$ cat src/include/pesc_pkg.sv
// Constants for the event, mask, status and control register group.
// Assumes a single 25 MHz clock and a byte-wide register port fed by the serial bus engine.
package pesc_pkg;

    localparam int CLK_PERIOD_NS = 40;
    // Settling time allowed to the backup cell comparators
    localparam int BACKUP_SETTLE_NS = 2000;
    localparam int BACKUP_SETTLE_CYC = (BACKUP_SETTLE_NS + CLK_PERIOD_NS - 1) / CLK_PERIOD_NS;
    localparam int SETTLE_W = $clog2(BACKUP_SETTLE_CYC + 1);

    localparam logic [7:0] OFS_SYSTEM_EVENT_FLAGS = 8'h01;
    localparam logic [7:0] OFS_SWITCH_EVENT_FLAGS = 8'h02;
    localparam logic [7:0] OFS_SYSTEM_EVENT_MASK = 8'h03;
    localparam logic [7:0] OFS_SWITCH_EVENT_MASK = 8'h04;
    localparam logic [7:0] OFS_DEVICE_STATUS = 8'h05;
    localparam logic [7:0] OFS_POWER_CONTROL = 8'h06;

    localparam int EVT_W = 6;
    localparam logic [5:0] RST_EVENT_FLAGS = 6'h00;
    localparam logic [5:0] RST_EVENT_MASK = 6'h00;
    localparam logic [1:0] RST_BACKUP_LEVEL = 2'h0;

    // Switch event bits
    localparam int SW3_FAULT_BIT = 5;
    localparam int SW2_FAULT_BIT = 4;
    localparam int SW1_FAULT_BIT = 3;
    localparam int SW3_LIMIT_BIT = 2;
    localparam int SW2_LIMIT_BIT = 1;
    localparam int SW1_LIMIT_BIT = 0;

    // System event bits
    localparam int PROG_VOLTAGE_BIT = 5;
    localparam int MAINS_CHANGE_BIT = 4;
    localparam int BUTTON_CHANGE_BIT = 3;
    localparam int OVERTEMP_BIT = 2;
    localparam int BACKUP_DONE_BIT = 1;
    localparam int DEFAULTS_WRITTEN_BIT = 0;

    // Status bits
    localparam int STAT_SEAL_BIT = 7;
    localparam int STAT_MODIFIED_BIT = 6;
    localparam int STAT_MAINS_BIT = 5;
    localparam int STAT_BUTTON_BIT = 4;
    localparam int STAT_STATE_LSB = 2;
    localparam int STAT_LEVEL_LSB = 0;

    // Control bits
    localparam int CTRL_PFSD_BIT = 1;
    localparam int CTRL_MEASURE_BIT = 0;

    // Power state machine encoding seen in the status field
    localparam logic [1:0] PSM_TRANSITIONAL = 2'h0;
    localparam logic [1:0] PSM_AWAIT_POWER_ENABLE = 2'h1;
    localparam logic [1:0] PSM_ACTIVE = 2'h2;
    localparam logic [1:0] PSM_SUSPEND = 2'h3;

    typedef enum logic [1:0] {MEAS_IDLE, MEAS_SETTLE, MEAS_DONE} pesc_meas_t;

    // An event reaches the interrupt when its flag is set and its mask is 0
    function automatic logic pesc_pending(input logic [5:0] flags, input logic [5:0] mask);
        pesc_pending = |(flags & ~mask);
    endfunction : pesc_pending

endpackage : pesc_pkg

$ cat src/design/pesc_event_flags.sv
// Sticky event flag bank, cleared by a read of its register.
// Assumes set and clear are synchronous to clk; a set in the clearing cycle survives.
`timescale 1ns/100ps
module pesc_event_flags import pesc_pkg::*; (
    input wire logic clk,
    input wire logic arst_n,
    input wire logic clk_en,
    input wire logic [EVT_W-1:0] set,
    input wire logic clr,
    output logic [EVT_W-1:0] flags_q
);
    logic [EVT_W-1:0] flags_d;

    always_comb begin
        flags_d = clr ? set : (flags_q | set);
    end

    always_ff @(posedge clk or negedge arst_n) begin
        if (!arst_n) begin
            flags_q <= RST_EVENT_FLAGS;
        end else if (clk_en) begin
            flags_q <= flags_d;
        end
    end
endmodule : pesc_event_flags

$ cat src/design/pesc_backup_measure.sv
// Backup cell level acquisition: enables comparators, waits to settle, latches the band.
// Assumes comparator outputs are synchronous and valid after the settle count.
`timescale 1ns/100ps
module pesc_backup_measure import pesc_pkg::*; (
    input wire logic clk,
    input wire logic arst_n,
    input wire logic clk_en,
    input wire logic start,
    input wire logic [1:0] cmp_level,
    output logic cmp_en,
    output logic busy,
    output logic done,
    output logic [1:0] level_q,
    output logic valid_q
);
    pesc_meas_t state_q, state_d;
    logic [SETTLE_W-1:0] cnt_q, cnt_d;
    logic [1:0] level_d;
    logic valid_d;

    always_comb begin
        state_d = state_q;
        cnt_d = cnt_q;
        level_d = level_q;
        valid_d = valid_q;
        unique case (state_q)
            MEAS_IDLE: begin
                if (start) begin
                    state_d = MEAS_SETTLE;
                    cnt_d = SETTLE_W'(BACKUP_SETTLE_CYC - 1);
                end
            end
            MEAS_SETTLE: begin
                if (cnt_q == '0) begin
                    state_d = MEAS_DONE;
                    level_d = cmp_level;
                    valid_d = 1'b1;
                end else begin
                    cnt_d = cnt_q - 1'b1;
                end
            end
            MEAS_DONE: begin
                state_d = MEAS_IDLE;
            end
            default: begin
                state_d = MEAS_IDLE;
            end
        endcase
    end

    always_ff @(posedge clk or negedge arst_n) begin
        if (!arst_n) begin
            state_q <= MEAS_IDLE;
            cnt_q <= '0;
            level_q <= RST_BACKUP_LEVEL;
            valid_q <= 1'b0;
        end else if (clk_en) begin
            state_q <= state_d;
            cnt_q <= cnt_d;
            level_q <= level_d;
            valid_q <= valid_d;
        end
    end

    assign cmp_en = (state_q == MEAS_SETTLE);
    assign busy = (state_q != MEAS_IDLE);
    assign done = (state_q == MEAS_DONE);
endmodule : pesc_backup_measure

$ cat src/design/pesc_event_ctrl.sv
// Event flags, masks, status and control registers with the active-low interrupt.
// Assumes a byte register port driven by the serial bus engine, all inputs synchronous to clk.
`timescale 1ns/100ps
//Contract
//- Switch three overtemperature sets switch flag bit 5.
//- Switch two overtemperature or input undervoltage sets switch flag bit 4.
//- Switch one overtemperature sets switch flag bit 3.
//- Bits 2..0 show switches three..one current limiting.
//- Mask 0 lets event pull interrupt low; mask 1 blocks it.
//- Masks gate only the interrupt; flags record regardless.
//- System mask bits 5..0 in documented order, bits 7..6 zero.
//- Switch mask: fault masks bits 5..3, limit masks 2..0, top zero.
//- Status bit 7 shows the freshness seal broken.
//- Status bit 6 shows defaults changed from factory settings.
//- Status bit 5 is inverted mains detect pin.
//- Status bit 4 is inverted push button pin.
//- Status bits 3..2 encode power state machine state.
//- Backup level field encodes four voltage bands.
//- Control bit 1 set: power fail trip requests full shutdown.
//- Writing 1 to control bit 0 starts acquisition, then self clears.
//- Mains detect pin change in either direction raises an event.
//- Push button change in either direction raises an event.
//- Acquisition done event once comparator result is in status.
module pesc_event_ctrl import pesc_pkg::*; (
    input wire logic clk,
    input wire logic arst_n,
    input wire logic clk_en,
    input wire logic [7:0] reg_addr,
    input wire logic reg_wr,
    input wire logic [7:0] reg_wdata,
    input wire logic reg_rd,
    output logic [7:0] reg_rdata,
    input wire logic switch_three_overtemp,
    input wire logic switch_two_overtemp,
    input wire logic switch_two_undervolt,
    input wire logic switch_one_overtemp,
    input wire logic switch_three_limiting,
    input wire logic switch_two_limiting,
    input wire logic switch_one_limiting,
    input wire logic prog_voltage_low,
    input wire logic overtemp_warning,
    input wire logic defaults_written_pulse,
    input wire logic mains_detect_pin,
    input wire logic push_button_pin,
    input wire logic power_fail_out_n,
    input wire logic freshness_seal_broken,
    input wire logic defaults_modified,
    input wire logic [1:0] power_state,
    input wire logic [1:0] backup_cmp_level,
    output logic backup_cmp_en,
    output logic backup_level_valid,
    output logic shutdown_req,
    output logic irq_out_n
);

    // Pin history for change detection
    logic mains_prev_q, mains_prev_d;
    logic button_prev_q, button_prev_d;
    logic prev_valid_q, prev_valid_d;
    logic mains_change, button_change;

    // Register state
    logic [EVT_W-1:0] system_event_mask_q, system_event_mask_d;
    logic [EVT_W-1:0] switch_event_mask_q, switch_event_mask_d;
    logic powerfail_shutdown_en_q, powerfail_shutdown_en_d;
    logic backup_measure_start_q, backup_measure_start_d;
    logic [7:0] rdata_q, rdata_d;
    logic irq_n_q, irq_n_d;
    logic shutdown_q, shutdown_d;

    // Decodes and flag banks
    logic wr_sys_mask, wr_sw_mask, wr_control;
    logic rd_sys_flags, rd_sw_flags;
    logic [EVT_W-1:0] system_event_set, switch_event_set;
    logic [EVT_W-1:0] system_event_flags, switch_event_flags;
    logic [7:0] device_status;
    logic meas_busy, meas_done;
    logic [1:0] backup_cell_level;

    always_comb begin
        wr_sys_mask = reg_wr && (reg_addr == OFS_SYSTEM_EVENT_MASK);
        wr_sw_mask = reg_wr && (reg_addr == OFS_SWITCH_EVENT_MASK);
        wr_control = reg_wr && (reg_addr == OFS_POWER_CONTROL);
        rd_sys_flags = reg_rd && (reg_addr == OFS_SYSTEM_EVENT_FLAGS);
        rd_sw_flags = reg_rd && (reg_addr == OFS_SWITCH_EVENT_FLAGS);
    end

    // First sample after reset only primes the history, so a pin held low is no change
    always_comb begin
        mains_prev_d = mains_detect_pin;
        button_prev_d = push_button_pin;
        prev_valid_d = 1'b1;
        mains_change = prev_valid_q && (mains_detect_pin != mains_prev_q);
        button_change = prev_valid_q && (push_button_pin != button_prev_q);
    end

    always_ff @(posedge clk or negedge arst_n) begin
        if (!arst_n) begin
            mains_prev_q <= 1'b1;
            button_prev_q <= 1'b1;
            prev_valid_q <= 1'b0;
        end else if (clk_en) begin
            mains_prev_q <= mains_prev_d;
            button_prev_q <= button_prev_d;
            prev_valid_q <= prev_valid_d;
        end
    end

    // Fault and limit conditions are levels; a flag keeps setting while its cause lasts
    always_comb begin
        switch_event_set = '0;
        switch_event_set[SW3_FAULT_BIT] = switch_three_overtemp;
        switch_event_set[SW2_FAULT_BIT] = switch_two_overtemp || switch_two_undervolt;
        switch_event_set[SW1_FAULT_BIT] = switch_one_overtemp;
        switch_event_set[SW3_LIMIT_BIT] = switch_three_limiting;
        switch_event_set[SW2_LIMIT_BIT] = switch_two_limiting;
        switch_event_set[SW1_LIMIT_BIT] = switch_one_limiting;
        system_event_set = '0;
        system_event_set[PROG_VOLTAGE_BIT] = prog_voltage_low;
        system_event_set[MAINS_CHANGE_BIT] = mains_change;
        system_event_set[BUTTON_CHANGE_BIT] = button_change;
        system_event_set[OVERTEMP_BIT] = overtemp_warning;
        system_event_set[BACKUP_DONE_BIT] = meas_done;
        system_event_set[DEFAULTS_WRITTEN_BIT] = defaults_written_pulse;
    end

    // Masks are not applied here, so monitoring runs whatever software has masked
    pesc_event_flags u_switch_flags (
        .clk(clk),
        .arst_n(arst_n),
        .clk_en(clk_en),
        .set(switch_event_set),
        .clr(rd_sw_flags),
        .flags_q(switch_event_flags)
    );

    pesc_event_flags u_system_flags (
        .clk(clk),
        .arst_n(arst_n),
        .clk_en(clk_en),
        .set(system_event_set),
        .clr(rd_sys_flags),
        .flags_q(system_event_flags)
    );

    pesc_backup_measure u_backup (
        .clk(clk),
        .arst_n(arst_n),
        .clk_en(clk_en),
        .start(backup_measure_start_q),
        .cmp_level(backup_cmp_level),
        .cmp_en(backup_cmp_en),
        .busy(meas_busy),
        .done(meas_done),
        .level_q(backup_cell_level),
        .valid_q(backup_level_valid)
    );

    always_comb begin
        device_status = '0;
        device_status[STAT_SEAL_BIT] = freshness_seal_broken;
        device_status[STAT_MODIFIED_BIT] = defaults_modified;
        device_status[STAT_MAINS_BIT] = ~mains_detect_pin;
        device_status[STAT_BUTTON_BIT] = ~push_button_pin;
        device_status[STAT_STATE_LSB +: 2] = power_state;
        device_status[STAT_LEVEL_LSB +: 2] = backup_cell_level;
    end

    // Register writes, read data and the control side effects
    always_comb begin
        system_event_mask_d = system_event_mask_q;
        switch_event_mask_d = switch_event_mask_q;
        powerfail_shutdown_en_d = powerfail_shutdown_en_q;
        backup_measure_start_d = backup_measure_start_q;
        rdata_d = rdata_q;
        if (wr_sys_mask) begin
            system_event_mask_d = reg_wdata[EVT_W-1:0];
        end
        if (wr_sw_mask) begin
            switch_event_mask_d = reg_wdata[EVT_W-1:0];
        end
        if (meas_done) begin
            backup_measure_start_d = 1'b0;
        end
        // A new start written in the done cycle is kept rather than lost
        if (wr_control) begin
            powerfail_shutdown_en_d = reg_wdata[CTRL_PFSD_BIT];
            if (reg_wdata[CTRL_MEASURE_BIT]) begin
                backup_measure_start_d = 1'b1;
            end
        end
        if (reg_rd) begin
            unique case (reg_addr)
                OFS_SYSTEM_EVENT_FLAGS: rdata_d = {2'b00, system_event_flags};
                OFS_SWITCH_EVENT_FLAGS: rdata_d = {2'b00, switch_event_flags};
                OFS_SYSTEM_EVENT_MASK: rdata_d = {2'b00, system_event_mask_q};
                OFS_SWITCH_EVENT_MASK: rdata_d = {2'b00, switch_event_mask_q};
                OFS_DEVICE_STATUS: rdata_d = device_status;
                OFS_POWER_CONTROL: rdata_d = {6'h00, powerfail_shutdown_en_q, backup_measure_start_q};
                default: rdata_d = 8'h00;
            endcase
        end
    end

    always_ff @(posedge clk or negedge arst_n) begin
        if (!arst_n) begin
            system_event_mask_q <= RST_EVENT_MASK;
            switch_event_mask_q <= RST_EVENT_MASK;
            powerfail_shutdown_en_q <= 1'b0;
            backup_measure_start_q <= 1'b0;
            rdata_q <= 8'h00;
        end else if (clk_en) begin
            system_event_mask_q <= system_event_mask_d;
            switch_event_mask_q <= switch_event_mask_d;
            powerfail_shutdown_en_q <= powerfail_shutdown_en_d;
            backup_measure_start_q <= backup_measure_start_d;
            rdata_q <= rdata_d;
        end
    end

    // Interrupt and shutdown outputs are registered to keep them glitch free on the pins
    always_comb begin
        irq_n_d = ~(pesc_pending(system_event_flags, system_event_mask_q)
            || pesc_pending(switch_event_flags, switch_event_mask_q));
        shutdown_d = powerfail_shutdown_en_q && !power_fail_out_n;
    end

    always_ff @(posedge clk or negedge arst_n) begin
        if (!arst_n) begin
            irq_n_q <= 1'b1;
            shutdown_q <= 1'b0;
        end else if (clk_en) begin
            irq_n_q <= irq_n_d;
            shutdown_q <= shutdown_d;
        end
    end

    assign reg_rdata = rdata_q;
    assign irq_out_n = irq_n_q;
    assign shutdown_req = shutdown_q;
endmodule : pesc_event_ctrl

$ cat config.mk
export PLATFORM = sky130hd
export DESIGN_NAME = pesc_event_ctrl
export DESIGN_NICKNAME = d
export VERILOG_FILES = /design/src/include/pesc_pkg.sv /design/src/design/pesc_event_flags.sv /design/src/design/pesc_backup_measure.sv /design/src/design/pesc_event_ctrl.sv
export SDC_FILE = /design/constraint.sdc
export NUM_CORES = 1
export LEC_CHECK = 0
export ABC_AREA = 1
export ABC_CLOCK_PERIOD_IN_PS = 3200
export BUFFER_PORTS_ARGS = -buffer_cell sky130_fd_sc_hd__buf_2
export CORE_ASPECT_RATIO = 0.75
export CORE_MARGIN = 2
export CORE_UTILIZATION = 50
export DETAILED_ROUTE_END_ITERATION = 7
export PLACE_DENSITY = 0.78
export SLEW_MARGIN = 20
export SYNTH_ARGS = -nofsm -noshare
export SYNTH_HDL_FRONTEND = slang
export SYNTH_HIERARCHICAL = 1
export SYNTH_SLANG_ARGS = --single-unit
$ cat constraint.sdc
create_clock -name clk -period 3.2 [get_ports clk]
set_clock_uncertainty 0.15 [all_clocks]
set_input_delay 0.96 -clock clk [delete_from_list [all_inputs] [get_ports clk]]
set_output_delay 0.96 -clock clk [all_outputs]
set_load 0.01 [all_outputs]
Word level (Yosys, flattened, before mapping)
Index checks and enable logic that the tools add are counted.

$add $sub $neg: 1. Equality and inequality tests: 13. Multiplexer cells: 12. Bitwise gates (word level): 9. Reductions and logical operators: 23.

Operators with widths (count): $pmux 8 s6 (1); $eq 8x3->1 const B (3); $mux 6 (4); $eq 8x2->1 const B (2); $and 6x6->6 (2); $not 6->6 (2); $or 6x6->6 (2); $pmux 6 s2 (1); $reduce_or 6->1 (2); $eq 8x1->1 const B (1); $logic_and 1x1->1 (8); $reduce_and 2->1 (4); $logic_not 6->1 (1); $reduce_and 3->1 (2); $sub 6x1->6 const B (1); $mux 2 (2); $ne 2x2->1 const B (2); $pmux 2 s2 (1); $reduce_and 4->1 (1); $mux 1 (3); $not 1->1 (3); $eq 2x1->1 const B (1); $eq 2x2->1 const B (1); $logic_not 2->1 (1); other kinds (5) (7).

Flip-flop bits (word level): 50. Output and inout bits: 12. Word-level logic and storage cells: 74.

Logic depth before layout (Yosys ltp)
Depth after elaboration: 5. Mapped depth: 9. Depth with buffers taken out: 8.

Hierarchy
Netlist, hierarchy kept.

By module, submodules not included: pesc_event_ctrl (instances 1, cells an instance 220, area an instance 1679.1 um^2, seq. area each 679.4 um^2); pesc_backup_measure (instances 1, cells an instance 79, area an instance 616.8 um^2, seq. area each 275.3 um^2); pesc_event_flags (instances 2, cells an instance 25, area an instance 224.0 um^2, seq. area each 150.1 um^2).

Least setup slack after synthesis
Ideal clock, no wire load.

Kind: input -> register. Start point: input reg_addr[4]. End point: register u_switch_flags.flags_q[0]. Arrival time: 1.878 ns. Data required time: 2.933 ns. Slack: 1.055 ns. Cell stages on the path: 9. Cell sequence: inv_2 > nand2_2 > nor2_8 > buf_6 > inv_2 > nor4_1 > nand2_2 > nand2_1 > nand2_1.

Word-level cells in the longest chain between the ends: 3.

Ends and longest elaborated chain: start, declared (line pesc_event_ctrl.sv:28) `input wire logic [7:0] reg_addr,`; $eq 8x2->1 (line pesc_event_ctrl.sv:85) `rd_sw_flags = reg_rd && (reg_addr == OFS_SWITCH_EVENT_FLAGS);`; $logic_and 1x1->1 (line pesc_event_ctrl.sv:85); named net rd_sw_flags (line pesc_event_ctrl.sv:73) `logic rd_sys_flags, rd_sw_flags;`; $mux 6 (line pesc_event_flags.sv:15) `flags_d = clr ? set : (flags_q | set);`; end signal, assigned (line pesc_event_flags.sv:22) `flags_q <= flags_d;`; end, declared (line pesc_event_flags.sv:10) `output logic [EVT_W-1:0] flags_q`.

The timed path passes the listed nets, and every way through them passes these cells. A chain may end at the register's enable or synchronous reset.

Final worst setup path
Start point: register u_backup.state_q[0]. End point: output backup_cmp_en.

Word-level cells in the longest chain between the ends: 1.

Ends and longest elaborated chain: start, declared (line pesc_backup_measure.sv:16) `pesc_meas_t state_q, state_d;`; start signal, assigned (line pesc_backup_measure.sv:58) `state_q <= state_d;`; $eq 2x1->1 (line pesc_backup_measure.sv:65) `assign cmp_en = (state_q == MEAS_SETTLE);`; end, declared (line pesc_event_ctrl.sv:50) `output logic backup_cmp_en,`.

No other way between the ends.

==> impl_results.md <==
* Outcome: finished, final reports clean
* CTS tree: built
* Vias at 2400
* Starting DRT DRC Count at 210
* NumNets Final at 441
* FF-to-FF Start: u_backup/cnt_q[0]
* Slew Limit Fails at 0
* H-Tree Depth at 2
* DP Area at 3050 um^2
* CP startpoint kind: register
* Vias in the first global route at 2056
* CTS sink cnt at 50
* Drt pass-1 iters at 4
* DRC viols at 0
* Leak at 1.71 nW
* CP Data Arrival Time at 1.12 ns
* Setup WS pre-CTS at 0.719 ns
* Root Buffer Master: clkbuf_8
* Setup crit end: backup_cmp_en
* Routability cong. at 0.849
* M1 WL at 2910 um
* Crit Path Class: register to primary output
* R2R setup slack at 1.66 ns
* # hold bufs at CTS at 0
* Max Cap Viol at 0
* Top sig layer: met4
* Critical Path RT at 2.09 ns
* Worst setup margin at 0.972 ns
* Hold Vio Cnt, Final at 0
* IO Port Bufs at 49
* Cts repair resizes at 0
* Min Tclk post-route at 2.23 ns
* Gate Count Post-Synth at 348
* FF-to-FF path depth at 7
* Count of final setup violators at 0
* Worst-skew pair later-pin latency at 0.30 ns
* Finished Cell Area at 3150 um^2
* Max FO, Critical Path at 4
* Finished Core Util at 59.2%
* Synthesized cell area at 2740 um^2
* First-pass GRT wire length at 9620 um
* Max VDD drop at 268 uV
* Largest net degree at the start of global routing at 31
* Wire per inst at 12.7 um
* FF-to-FF End: u_backup/state_q[0]
* Met3 WL post-DR at 290 um
* Gr usage total at 20.9%
* Critical Path Start: u_backup/state_q[0]
* Initial Util at 51.5%
* Slew @ Worst Pin at 0.578 ns
* GRT overflow at 0
* Setup TNS at 0 ns
* Via density at 5.05
* HP Class: register to register
* ANT nets after route at 0
* Final wirelength at 6040 um
* Die Height at 68.1 um
* FP Rows at 23
* Warnings from Yosys at 6
* WHS at 0.323 ns
* Power Dens Cells at 472 nW/um^2
* Total core area at 5320 um^2
* Fmax at 0.449 GHz
* Syn Area/Cell at 7.87 um^2
* Metal2 WL at 2770 um
* CTS max path bufs at 2
* Antenna violations before repair at 0
* Critical path endpoint category: primary output
* Ratio of cells with drive above 1 in the final layout at 26.5%
* # diodes at 0
* Synth Net Count at 390
* Hpwl dp at 4500 um
* Slew HR at 61.4%
* Post-CTS Setup Bufs at 0
* Period utilization at 69.6%
* Num ports at 52
* Area growth, synth to finish at 15.1%
* Clk pin slew, worst setup/hold paths at 0.09 ns
* CTS Buf Count at 5
* Die area at 6090 um^2
* Die Width at 89.5 um
* RSZ-0062 raised after global routing: no
layout by cell type (no fill, tap or decap), drive strengths merged:
cell	instances
nand2	120
buf	51
dfrtp	47
nand3	47
inv	47
o21ai	27
nor2	25
a21oi	7
clkbuf	5
o21bai	4
dfstp	3
nor4	2
or2	2
o22ai	2
nand4	2
clkinv	2
ha	2
o211ai	1
nand3b	1
bufinv	1
xor2	1
xnor2	1
where the power goes:
group / internal (W) / switching (W) / leakage (nW) / total [W]
registers: 0.000684 / 0.0000467 / 0.602 / 0.000731
clock network: 0.000230 / 0.000208 / 0.0579 / 0.000439
logic: 0.000120 / 0.000199 / 1.05 / 0.000319
area by class of cell:
cell class              instances  area (um^2)
flip-flops and latches         50         1250
fillers                       480         2170
inverters                      47          176
multi-input cells             244         1250
clock buffers                   5         68.8
repair buffers                 51          273
well taps                      75         93.8
clock inverters                 3         40.0
state kept, by name, summed over array words and instances, names as in the netlist:
name,flops
backup_measure_start_q,1
button_prev_q,1
irq_out_n,1
mains_prev_q,1
powerfail_shutdown_en_q,1
prev_valid_q,1
reg_rdata,8
shutdown_req,1
switch_event_mask_q,6
system_event_mask_q,6
u_backup/cnt_q,6
u_backup/level_q,2
u_backup/state_q,2
u_backup/valid_q,1
u_switch_flags/flags_q,6
u_system_flags/flags_q,6
worst min-delay path by stage:
stage / from / endpoint / slack, ns / cells past startpoint
after floorplan: u_backup/cnt_q[0] / u_backup/cnt_q[0] / 0.29 / 2
after global placement: u_backup/valid_q / u_backup/valid_q / 0.30 / 2
after detailed placement: u_backup/valid_q / u_backup/valid_q / 0.30 / 2
after CTS: u_backup/valid_q / u_backup/valid_q / 0.33 / 2
after global routing: irq_out_n / irq_out_n / 0.34 / 2
final: u_backup/valid_q / u_backup/valid_q / 0.32 / 2
metrics by stage:
stage / power [W] / cells
floorplan: 0.000964 / 348
global placement: 0.00105 / 467
detailed placement: 0.00106 / 467
CTS: 0.00150 / 475
global route: 0.00157 / 475
finish: 0.00149 / 475
per-layer routing:
metal / vias up / track usage (%)
met4: 0 / 4.48
li1: 1212 / -
met3: 8 / 3.62
met2: 67 / 34.2
met1: 1113 / 29.5
met5: - / 0
critical path: stages, from the launching register on:
cell,delay [ns]
dfrtp_1,0.42
inv_1,0.19
nor2_4,0.06
buf_2,0.14
Power figures use the tool's default switching activity.
